### config.mk
export PLATFORM = sky130hd
export DESIGN_NAME = iar_regs
export DESIGN_NICKNAME = d
export VERILOG_FILES = /design/src/hw/iar_pkg.sv /design/src/hw/iar_vector.sv /design/src/hw/iar_regs.sv
export SDC_FILE = /design/constraint.sdc
export NUM_CORES = 1
export LEC_CHECK = 0
export ABC_AREA = 0
export BUFFER_PORTS_ARGS = -buffer_cell sky130_fd_sc_hd__buf_2
export CAP_MARGIN = 5
export CORE_UTILIZATION = 45
export CTS_BUF_LIST = sky130_fd_sc_hd__clkbuf_4
export CTS_CLUSTER_SIZE = 40
export DETAILED_ROUTE_END_ITERATION = 7
export PLACE_DENSITY = 0.78
export SLEW_MARGIN = 0
export SYNTH_ARGS = -nofsm -noshare
export SYNTH_HDL_FRONTEND = slang
export SYNTH_SLANG_ARGS = --single-unit
### constraint.sdc
create_clock -name CLK -period 5.9 [get_ports CLK]
set_input_delay 0.59 -clock CLK [delete_from_list [all_inputs] [get_ports CLK]]
set_output_delay 0.59 -clock CLK [all_outputs]
set_load 0.03 [all_outputs]
### src/hw/iar_pkg.sv
// Purpose: constants for the address and interrupt register slice
// Assumes: AXI4-Lite slave, 32-bit data, one register per aligned word
// Notes: offsets are byte addresses
package iar_pkg;
  localparam logic [4:0] OFS_OWN_ADDRESS = 5'h00;
  localparam logic [4:0] OFS_TARGET_SLAVE_ADDRESS = 5'h04;
  localparam logic [4:0] OFS_INTERRUPT_ENABLE = 5'h08;
  localparam logic [4:0] OFS_INTERRUPT_FLAGS = 5'h0c;
  localparam logic [4:0] OFS_INTERRUPT_VECTOR = 5'h10;
  localparam logic [4:0] OFS_CONTROL = 5'h14;
  // control register fields
  localparam int CTL_TEN_BIT_OWN = 0;
  localparam int CTL_TEN_BIT_TARGET = 1;
  localparam int CTL_MASTER_SELECT = 2;
  localparam int CTL_TX_DMA = 3;
  localparam int CTL_RX_DMA = 4;
  // interrupt bit positions, shared by enable and flags
  localparam int BIT_ARB_LOST = 0;
  localparam int BIT_NO_ACK = 1;
  localparam int BIT_OWN_ADDR = 2;
  localparam int BIT_ACCESS_READY = 3;
  localparam int BIT_RX_READY = 4;
  localparam int BIT_TX_READY = 5;
  localparam int BIT_GENERAL_CALL = 6;
  localparam int BIT_START_DETECT = 7;
  localparam logic [15:0] RST_ADDR = 16'h0000;
  localparam logic [7:0] RST_IRQ = 8'h00;
  localparam logic [4:0] RST_CTL = 5'h00;
  localparam logic [9:0] MASK_7BIT = 10'h07f;
  localparam logic [9:0] MASK_10BIT = 10'h3ff;
  localparam logic [1:0] RESP_OKAY = 2'b00;
  localparam logic [1:0] RESP_SLVERR = 2'b10;
endpackage : iar_pkg

### src/hw/iar_vector.sv
// Purpose: priority encoder from pending flags to vector value
// Assumes: bit 0 has highest priority
// Notes: purely combinational
`timescale 1ns/1ps
module iar_vector
(
  input wire logic [7:0] pending,
  output logic [15:0] vector,
  output logic [7:0] onehot
);
  import iar_pkg::*;

  always_comb
  begin
    vector = 16'h0000;
    onehot = 8'h00;
    // scan from lowest priority upward so the highest wins
    for (int i = 7; i >= 0; i--)
    begin
      if (pending[i])
      begin
        vector = 16'((i + 1) * 2);
        onehot = 8'(1 << i);
      end
    end
  end
endmodule : iar_vector

### src/hw/iar_regs.sv
// Contract
// - 10-bit own address, bits 15:10 zero
// - 7-bit target address, bits 15:7 zero
// - 10-bit target address, bits 15:10 zero
// - tx dma suppresses tx ready interrupt
// - rx dma suppresses rx ready interrupt
// - enable register, reset zero, bit order
// - flag register mirrors enable, read/write
// - vector codes 000h to 010h
// - arbitration lost highest, start lowest
// - master select cleared on loss, stop
//
// Purpose: own/target address and interrupt registers over AXI4-Lite
// Assumes: engine events are same-clock one-cycle pulses
// Notes: unmapped addresses answer SLVERR, read zero
`timescale 1ns/1ps
module iar_regs
(
  input wire logic CLK,
  input wire logic RST,
  input wire logic [4:0] S_AXI_AWADDR,
  input wire logic S_AXI_AWVALID,
  output logic S_AXI_AWREADY,
  input wire logic [31:0] S_AXI_WDATA,
  input wire logic [3:0] S_AXI_WSTRB,
  input wire logic S_AXI_WVALID,
  output logic S_AXI_WREADY,
  output logic [1:0] S_AXI_BRESP,
  output logic S_AXI_BVALID,
  input wire logic S_AXI_BREADY,
  input wire logic [4:0] S_AXI_ARADDR,
  input wire logic S_AXI_ARVALID,
  output logic S_AXI_ARREADY,
  output logic [31:0] S_AXI_RDATA,
  output logic [1:0] S_AXI_RRESP,
  output logic S_AXI_RVALID,
  input wire logic S_AXI_RREADY,
  input wire logic [7:0] EVENT_SET,
  input wire logic ARB_LOST,
  input wire logic STOP_SENT,
  output logic [9:0] OWN_ADDRESS,
  output logic [9:0] TARGET_SLAVE_ADDRESS,
  output logic MASTER_SELECT,
  output logic TX_DMA_ENABLE,
  output logic RX_DMA_ENABLE,
  output logic IRQ
);
  import iar_pkg::*;

  // ----------------------------------------------------------------
  // registers
  // ----------------------------------------------------------------
  logic [9:0] own_address;
  logic [9:0] target_slave_address;
  logic [7:0] interrupt_enable;
  logic [7:0] interrupt_flags;
  logic [4:0] control;
  logic [4:0] aw_addr;
  logic [31:0] w_data;
  logic [3:0] w_strb;
  logic aw_held;
  logic w_held;
  logic do_write;
  logic do_read;
  logic [7:0] sw_set;
  logic [7:0] sw_clr;
  logic [7:0] rd_clr;
  logic [7:0] effective;
  logic [15:0] vector;
  logic [7:0] vector_hit;
  logic [31:0] next_rdata;
  logic next_rerr;

  function automatic logic [9:0] addr_mask(input logic ten_bit);
    addr_mask = ten_bit ? MASK_10BIT : MASK_7BIT;
  endfunction : addr_mask

  function automatic logic [9:0] merge_addr(input logic [9:0] old,
    input logic [31:0] d, input logic [3:0] s, input logic ten_bit);
    logic [9:0] v;
    v = old;
    if (s[0])
    begin
      v[7:0] = d[7:0];
    end
    if (s[1])
    begin
      v[9:8] = d[9:8];
    end
    merge_addr = v & addr_mask(ten_bit);
  endfunction : merge_addr

  // ----------------------------------------------------------------
  // write channel capture
  // ----------------------------------------------------------------
  assign do_write = aw_held && w_held && !S_AXI_BVALID;

  always_ff @(posedge CLK or posedge RST)
  begin
    if (RST)
    begin
      aw_held <= 1'b0;
      aw_addr <= 5'h00;
      S_AXI_AWREADY <= 1'b0;
    end
    else
    begin
      S_AXI_AWREADY <= !aw_held && !S_AXI_AWREADY && S_AXI_AWVALID;
      if (S_AXI_AWVALID && S_AXI_AWREADY)
      begin
        aw_held <= 1'b1;
        aw_addr <= S_AXI_AWADDR;
      end
      else if (do_write)
      begin
        aw_held <= 1'b0;
      end
    end
  end

  always_ff @(posedge CLK or posedge RST)
  begin
    if (RST)
    begin
      w_held <= 1'b0;
      w_data <= 32'h0000_0000;
      w_strb <= 4'h0;
      S_AXI_WREADY <= 1'b0;
    end
    else
    begin
      S_AXI_WREADY <= !w_held && !S_AXI_WREADY && S_AXI_WVALID;
      if (S_AXI_WVALID && S_AXI_WREADY)
      begin
        w_held <= 1'b1;
        w_data <= S_AXI_WDATA;
        w_strb <= S_AXI_WSTRB;
      end
      else if (do_write)
      begin
        w_held <= 1'b0;
      end
    end
  end

  always_ff @(posedge CLK or posedge RST)
  begin
    if (RST)
    begin
      S_AXI_BVALID <= 1'b0;
      S_AXI_BRESP <= RESP_OKAY;
    end
    else if (do_write)
    begin
      S_AXI_BVALID <= 1'b1;
      S_AXI_BRESP <= (aw_addr <= OFS_CONTROL && aw_addr[1:0] == 2'b00) ?
        RESP_OKAY : RESP_SLVERR;
    end
    else if (S_AXI_BREADY)
    begin
      S_AXI_BVALID <= 1'b0;
    end
  end

  // ----------------------------------------------------------------
  // address and control registers
  // ----------------------------------------------------------------
  always_ff @(posedge CLK or posedge RST)
  begin
    if (RST)
    begin
      own_address <= RST_ADDR[9:0];
      target_slave_address <= RST_ADDR[9:0];
    end
    else if (do_write && aw_addr == OFS_OWN_ADDRESS)
    begin
      own_address <= merge_addr(own_address, w_data, w_strb,
        control[CTL_TEN_BIT_OWN]);
    end
    else if (do_write && aw_addr == OFS_TARGET_SLAVE_ADDRESS)
    begin
      target_slave_address <= merge_addr(target_slave_address, w_data,
        w_strb, control[CTL_TEN_BIT_TARGET]);
    end
  end

  always_ff @(posedge CLK or posedge RST)
  begin
    if (RST)
    begin
      control <= RST_CTL;
    end
    else
    begin
      if (do_write && aw_addr == OFS_CONTROL && w_strb[0])
      begin
        control <= w_data[4:0];
      end
      // hardware clear beats a software set in the same cycle
      if (ARB_LOST || STOP_SENT)
      begin
        control[CTL_MASTER_SELECT] <= 1'b0;
      end
    end
  end

  // ----------------------------------------------------------------
  // interrupt enable, flags, vector
  // ----------------------------------------------------------------
  always_ff @(posedge CLK or posedge RST)
  begin
    if (RST)
    begin
      interrupt_enable <= RST_IRQ;
    end
    else if (do_write && aw_addr == OFS_INTERRUPT_ENABLE && w_strb[0])
    begin
      interrupt_enable <= w_data[7:0];
    end
  end

  assign sw_set = (do_write && aw_addr == OFS_INTERRUPT_FLAGS && w_strb[0])
    ? w_data[7:0] : 8'h00;
  assign sw_clr = (do_write && aw_addr == OFS_INTERRUPT_FLAGS && w_strb[0])
    ? ~w_data[7:0] : 8'h00;
  assign do_read = S_AXI_ARVALID && S_AXI_ARREADY;
  assign rd_clr = (do_read && S_AXI_ARADDR == OFS_INTERRUPT_VECTOR) ?
    vector_hit : 8'h00;

  // events set over any clear in the same cycle
  always_ff @(posedge CLK or posedge RST)
  begin
    if (RST)
    begin
      interrupt_flags <= RST_IRQ;
    end
    else
    begin
      interrupt_flags <= ((interrupt_flags & ~sw_clr & ~rd_clr) | sw_set)
        | EVENT_SET;
    end
  end

  // dma owns the ready flags, so they never raise IRQ
  always_comb
  begin
    effective = interrupt_flags;
    if (control[CTL_TX_DMA])
    begin
      effective[BIT_TX_READY] = 1'b0;
    end
    if (control[CTL_RX_DMA])
    begin
      effective[BIT_RX_READY] = 1'b0;
    end
  end

  // vector reports raw pending flags, not gated by enables
  iar_vector u_vector
  (
    .pending(interrupt_flags),
    .vector(vector),
    .onehot(vector_hit)
  );

  always_ff @(posedge CLK or posedge RST)
  begin
    if (RST)
    begin
      IRQ <= 1'b0;
    end
    else
    begin
      IRQ <= |(effective & interrupt_enable);
    end
  end

  // ----------------------------------------------------------------
  // read channel
  // ----------------------------------------------------------------
  always_comb
  begin
    next_rdata = 32'h0000_0000;
    next_rerr = 1'b0;
    unique case (S_AXI_ARADDR)
      OFS_OWN_ADDRESS: next_rdata[9:0] = own_address;
      OFS_TARGET_SLAVE_ADDRESS: next_rdata[9:0] = target_slave_address;
      OFS_INTERRUPT_ENABLE: next_rdata[7:0] = interrupt_enable;
      OFS_INTERRUPT_FLAGS: next_rdata[7:0] = interrupt_flags;
      OFS_INTERRUPT_VECTOR: next_rdata[15:0] = vector;
      OFS_CONTROL: next_rdata[4:0] = control;
      default: next_rerr = 1'b1;
    endcase
  end

  always_ff @(posedge CLK or posedge RST)
  begin
    if (RST)
    begin
      S_AXI_ARREADY <= 1'b0;
      S_AXI_RVALID <= 1'b0;
      S_AXI_RDATA <= 32'h0000_0000;
      S_AXI_RRESP <= RESP_OKAY;
    end
    else
    begin
      S_AXI_ARREADY <= !S_AXI_RVALID && !S_AXI_ARREADY && S_AXI_ARVALID;
      if (do_read)
      begin
        S_AXI_RVALID <= 1'b1;
        S_AXI_RDATA <= next_rdata;
        S_AXI_RRESP <= next_rerr ? RESP_SLVERR : RESP_OKAY;
      end
      else if (S_AXI_RREADY)
      begin
        S_AXI_RVALID <= 1'b0;
      end
    end
  end

  // ----------------------------------------------------------------
  // outputs to the bus engine
  // ----------------------------------------------------------------
  always_ff @(posedge CLK or posedge RST)
  begin
    if (RST)
    begin
      OWN_ADDRESS <= RST_ADDR[9:0];
      TARGET_SLAVE_ADDRESS <= RST_ADDR[9:0];
      MASTER_SELECT <= 1'b0;
      TX_DMA_ENABLE <= 1'b0;
      RX_DMA_ENABLE <= 1'b0;
    end
    else
    begin
      OWN_ADDRESS <= own_address;
      TARGET_SLAVE_ADDRESS <= target_slave_address;
      MASTER_SELECT <= control[CTL_MASTER_SELECT];
      TX_DMA_ENABLE <= control[CTL_TX_DMA];
      RX_DMA_ENABLE <= control[CTL_RX_DMA];
    end
  end
endmodule : iar_regs

==> results by group, run 1 <==
Run status
  • Status: complete, no violations

Floorplan
  • Die Ht: 100 µm
  • Rows: 35
  • Die Area: 9990 µm²
  • Initial core utilization: 46.5%
  • Number of I/O pins: roughly 130
  • Die Wd: 100 µm
  • Core area: 9280 µm²

STA
  • Final Critical Period: 2390 ps
  • RSZ-0062 raised after global routing: no
  • Worst Skew: 7.51 ps
  • Max-slew violation count: 0
  • Final critical-path share of the clock period: 40.5%
  • Measured slew at the worst slew-check pin: 1090 ps
  • Hold Fails Final Rpt: 0
  • Final TNS setup: 0 ps
  • Rel. slew slack: roughly a quarter
  • Max frequency: 418 MHz
  • Setup violators final: 0

Logic synthesis
  • Yosys warns: 0
  • Yosys reg bits: around 100
  • Register area share after synthesis: 58.5%
  • Yosys top cell by area: dfrtp_1
  • Largest family of logic cells by synthesized area: multiplexers
  • Number of library cell types mapped by synthesis: 46
  • Leading post-synthesis cells by cell area: dfrtp_1 59%, mux2_2 11%, buf_4 4.2%
  • EDFF count, synth: 0
  • Adder-cell share of the synthesized area: 0%
  • Synth top area share: 58.5%
  • Simple logic cell fraction of the synthesized area: 10.1%
  • Post-synthesis compound-gate area fraction: roughly an eighth
  • Most used DFF post-synth: dfrtp_1
  • Post-Syn Area: between 4000 and 5000 µm²
  • Multiplexer area fraction after synthesis: 12.7%
  • Share of async-settable or async-resettable flops after synthesis: 100%
  • Mapped Cells: 356
  • Mean area per synthesized cell: 12.1 µm²
  • Synth Area in XOR/XNOR: 0%

Clock tree
  • Root Buffer: clkbuf_4
  • CTS clock-pin slew for the worst setup and hold paths: 140 ps
  • Clk buf depth: 2
  • Clk sinks: approximately 100
  • CTS tree: built
  • Post-CTS Setup Inserts: 0
  • Total CTS buffers: 9
  • Resize count post-CTS: 0
  • CTS HTree Levels: 3
  • Skew-Pair Late Insertion Delay: about 420 ps
  • Hold-fix buffers, CTS: 0

Finish
  • Nets: 494
  • Synthesis-to-finish area growth: 12.1%
  • Layout fillers: 853
  • Final Util: 52.1%
  • FF+latch area: 2530 µm²
  • Share of layout cells above drive strength 1: 33.5%
  • Diodes inserted: 0
  • Area of the multi-input gates: around 1600 µm²

Run
  • Number of max-cap violations: 0

Place
  • PortBufs: 79
  • Placer Congestion: 0.840
  • Hpwl dp: roughly 6600 µm

Worst setup path
  • FF-to-FF Start: S_AXI_BVALID
  • Crit-path max FO: 7
  • Worst Path Required: around 6200 ps
  • CP endpoint kind: register
  • CP Data Arrival Time: 2710 ps
  • Startpoint class of the critical path: register
  • Kind of critical path: reg2reg
  • Crit path from: S_AXI_BVALID

GRT
  • Initial antenna violation count: 0
  • First-pass GRT wire length: 14,800 µm
  • All-Layer GR Usage: between 10% and 20%
  • Largest net degree at the start of global routing: 80
  • Vias in the first global route: around 2,900
  • GRT Residual Overflow: 0

Route
  • Pre-antenna DRT Iters: 4
  • Starting DRT DRC Count: roughly 160
  • Vias per cell: roughly 5.3
  • Routed Wire Length: about 9200 µm
  • DRC: 0
  • Post-route ant nets: 0
  • Routed WL per cell: 16.3 µm
  • Vias post-DR: 2,982

Power and ir drop
  • Max rail drop VDD: 0.204 mV
  • Leakage: 2.35 nW
  • Pwr dens: around 370 nW/µm²

Min path
  • Worst Hold Class: in2async
cell families (layout without fill, tap and decap cells):
logic type             count (synthesis)  in the layout
buffers and inverters                 48            105
flip-flops                           101            101
multiplexers                          48             48
other                                  1             24
AND/OR/NAND/NOR                       80             80
AO/OA/AOI/OAI                         78             78
through the flow:
step	setup WS (ps)	area [µm²]	hold slack (ps)	power (mW)	instances
floorplan	2660	4400	364	1.35	379
global placement	3290	4730	383	1.48	549
detailed placement	3270	4730	388	1.50	549
CTS	3590	4840	68.6	1.81	565
global route	3270	4840	67.5	1.90	565
finish	3510	4840	84.9	1.79	565
critical path, cell delays in order, from the launching register on:
cell and delay (ps):
dfrtp_1 440, nand3b_1 260, nor4_1 580, nand3_1 570, mux2_2 440
layout by cell type (no fill, tap or decap), types with 7 or more instances in the layout:
cell type and instances:
buf_2 79, dfrtp_1 101, o21ai_0 23, inv_1 8, nand3_1 8, nor3_1 9
a221oi_1 7, clkbuf_4 12, nor2_1 9, mux2_2 43, a22o_1 9, nand2_1 26
conb_1 24, a21oi_1 10
where the power goes:
group | leakage, nW | internal, mW | switching (mW)
combinational | 0.970 | 0.191 | 0.262
sequential | 1.31 | 0.867 | 0.164
clock | 0.0650 | 0.100 | 0.210
total | 2.35 | 1.16 | 0.636
flip-flops by register name, indices dropped and copies added, names as in the netlist, 2 cells and up:
signal and flops:
control 5, target_slave_address 10, OWN_ADDRESS 10, w_strb 2, w_data 10, S_AXI_RDATA 10, TARGET_SLAVE_ADDRESS 10, interrupt_enable 8
aw_addr 5, interrupt_flags 8, own_address 10
final cells by class:
| cell class | count | share of cell area (%) |
|---|---|---|
| Inverter | 9 | 0.750 |
| Clock buffer | 12 | 1.86 |
| Tap cell | 129 | 3.33 |
| Sequential cell | 101 | 52.2 |
| Clock inverter | 4 | 0.517 |
| Timing Repair Buffer | 80 | 8.32 |
| Multi-Input combinational cell | 230 | 33.0 |
Yosys cell counts (2+ instances only):
master	n
nand3_1	8
nand2_1	26
a21oi_1	10
inv_1	9
o22ai_1	4
nor3b_1	3
a22oi_1	5
a22o_1	9
buf_4	24
nand2b_1	2
o21ai_1	4
and4_1	2
nand3b_1	5
o211ai_1	3
o31ai_1	3
a211o_1	2
nor3_1	9
buf_1	2
clkbuf_1	11
nor4_1	3
nor2b_1	5
o21ai_0	23
a2111oi_0	2
mux2i_1	4
dfrtp_1	101
mux2_2	43
a221oi_1	7
nor2_1	9
worst paths after layout:
kind,endpoint,slack (ps),depth (start not counted)
worst min-delay path,OWN_ADDRESS[0],80,2
worst min register to register,TARGET_SLAVE_ADDRESS[4],420,0
min in group CLK,control[2],300,2
worst max register to register,target_slave_address[5],3510,4
worst max-delay path,target_slave_address[5],3510,4
max in group asynchronous,own_address[4],4550,3
per-layer routing:
metal	vias up	routed length, µm	GRT usage [%]
li1	1401	-	-
met1	1463	4380	28.2
met2	108	4150	29.2
met3	10	538	4.32
met4	0	136	7.47
met5	-	0	0
Power figures use the tool's default switching activity.
==> run 2, diff against run 1 <==
Clock period 5.9 ns to 2.4 ns, I/O delays scaled along.
==> results by group, run 2 (synthesis gave the netlist of run 1 again) <==
Run status
  • Status: complete, no violations

STA
  • Final TNS setup: 0 ps (unchanged)
  • Measured slew at the worst slew-check pin: 628 ps (-463 ps)
  • Hold Fails Final Rpt: 0 (unchanged)
  • Rel. slew slack: 58.0% (+31 points)
  • Final Critical Period: 2080 ps (-316 ps)
  • Max frequency: 482 MHz (+15%)
  • Max-slew violation count: 0 (unchanged)
  • Final critical-path share of the clock period: 86.5% (+46 points)
  • RSZ-0062 raised after global routing: no
  • Worst Skew: 23.3 ps (+15.7 ps)
  • Setup violators final: 0 (unchanged)

Clock tree
  • Root Buffer: clkbuf_4
  • CTS HTree Levels: 3 (unchanged)
  • Skew-Pair Late Insertion Delay: 450 ps (+30 ps)
  • Clk sinks: 101 (unchanged)
  • CTS tree: built
  • Resize count post-CTS: 0 (unchanged)
  • Total CTS buffers: 9 (unchanged)
  • Clk buf depth: 2 (unchanged)
  • CTS clock-pin slew for the worst setup and hold paths: 150 ps (about the same)

Worst setup path
  • Crit-path max FO: 7 (unchanged)
  • Worst Path Required: 2740 ps (-3480 ps)
  • Kind of critical path: reg2reg
  • Critical path's largest stage delay: 440 ps (-140 ps)
  • CP cell instances: nand3b_1 -> nor4_1 -> buf_4 -> nand3_1 -> mux2_2
  • Startpoint class of the critical path: register
  • CP endpoint kind: register
  • CP max-delay cell: dfrtp_1
  • CP Data Arrival Time: 2410 ps (-300 ps)

Finish
  • Layout fillers: 827 (-3.0%)
  • Share of layout cells above drive strength 1: 33.0% (-0.44 points)
  • Commonest non-fill, non-tap cell in the layout: dfrtp_1
  • Synthesis-to-finish area growth: 18.9%
  • Nets: 518 (+4.9%)
  • Most frequent cells in the layout: 101 x dfrtp_1, 79 x buf_2, 43 x mux2_2
  • Final Util: 55.3% (+3.1 points)
  • Diodes inserted: 0 (unchanged)

Route
  • Post-route ant nets: 0 (unchanged)
  • Routed WL per cell: 16.0 µm (-1.8%)
  • Pre-antenna DRT Iters: 4 (unchanged)
  • Starting DRT DRC Count: 178 (+15%)
  • Routed Wire Length: 9420 µm (+2.4%)
  • Vias per cell: 5.25 (-0.57%)
  • DRC: 0 (unchanged)
  • Vias post-DR: 3,091 (+3.7%)

Min path
  • Worst Hold Class: in2reg

GRT
  • GRT Residual Overflow: 0 (unchanged)
  • Vias in the first global route: 3,044 (+4.2%)
  • GR Layer Usage met1: 28.2% (+0.048 points)
  • GR Util met3: 3.97% (-0.35 points)
  • Largest net degree at the start of global routing: 77 (-3.8%)
  • Met2 usage: 32.1% (+3.0 points)
  • Most Used Layer, Global Route: met2
  • First-pass GRT wire length: 15,400 µm (+3.6%)
  • All-Layer GR Usage: 20.4% (+0.80 points)
  • Initial antenna violation count: 0 (unchanged)

Place
  • PortBufs: 79 (unchanged)
  • Placer Congestion: 0.857 (+2.0%)
  • Hpwl dp: 6800 µm (+3.7%)

Floorplan
  • Rows: 35 (unchanged)
  • Initial core utilization: 46.5% (unchanged)
  • Die Wd: 100 µm (unchanged)
  • Core area: 9280 µm² (unchanged)
  • Number of I/O pins: 128 (unchanged)
  • Die Ht: 100 µm (unchanged)
  • Die Area: 9990 µm² (unchanged)

Power and ir drop
  • Max rail drop VDD: 0.471 mV (+130%)
  • Leakage: 2.48 nW (+5.6%)
  • Overall power: 4.69 mW (+160%)
  • Pwr dens: 914 nW/µm² (+150%)

Run
  • Number of max-cap violations: 0 (unchanged)
run 2: worst max-delay path: cells and delay by family, from the launching register on:
| kind | cells | cell delay [ps] |
|---|---|---|
| muxes | 1 | 440 |
| buffers and inverters | 1 | 190 |
| and+or+nand+nor | 3 | 890 |
| DFF | 1 | 440 |
run 2: final timing paths:
check / cells past startpoint / to / start / slack (ps)
min reg2reg: 0 / OWN_ADDRESS[5] / own_address[5] / 420
max: 5 / target_slave_address[0] / S_AXI_BVALID / 320
min: 3 / interrupt_flags[4] / EVENT_SET[4] / 20
max reg2reg: 5 / target_slave_address[0] / S_AXI_BVALID / 320
min in group asynchronous: 3 / TARGET_SLAVE_ADDRESS[3] / RST / 370
max in group asynchronous: 4 / interrupt_enable[6] / RST / 1260
run 2: layout make-up:
cell class / instances / area [µm²] / area share, %
Inverter: 9 / 37.5 / 0.731
Sequential cell: 101 / 2530 / 49.2
Clock inverter: 5 / 82.6 / 1.61
Multi-Input combinational cell: 230 / 1600 / 31.1
Tap cell: 129 / 161 / 3.14
Timing Repair Buffer: 104 / 643 / 12.5
Clock buffer: 11 / 82.6 / 1.61
run 2: metrics by stage:
stage | hold WS, ps | cell area (µm²) | instances | setup slack [ps]
6_report | 18.5 | 5130 | 589 | 325
3_3_place_gp | 317 | 4780 | 554 | 224
3_5_place_dp | 332 | 4780 | 554 | 149
4_1_cts | 0.187 | 5080 | 584 | 326
2_1_floorplan | 311 | 4410 | 379 | 299
5_1_grt | 0.629 | 5130 | 589 | 203
run 2: repair_timing:
item / 4_1_cts / 5_1_grt
endpoints found under the hold margin: 37 / 5
endpoints found under the setup margin: 0 / 0
setup buffers: 0 / 0
hold buffers: 14 / 5
run 2: power by group:
part,switching [mW],total (mW),internal [mW]
Sequential,0.411,2.54,2.13
Combinational,0.651,1.15,0.497
Clock,0.547,0.998,0.451
Total,1.61,4.69,3.08
run 2: routing by layer:
metal	share of wire (%)	vias to the layer above
li1	-	1446
met1	46	1536
met2	47	96
met3	4.8	13
met4	1.8	0
met5	0	-
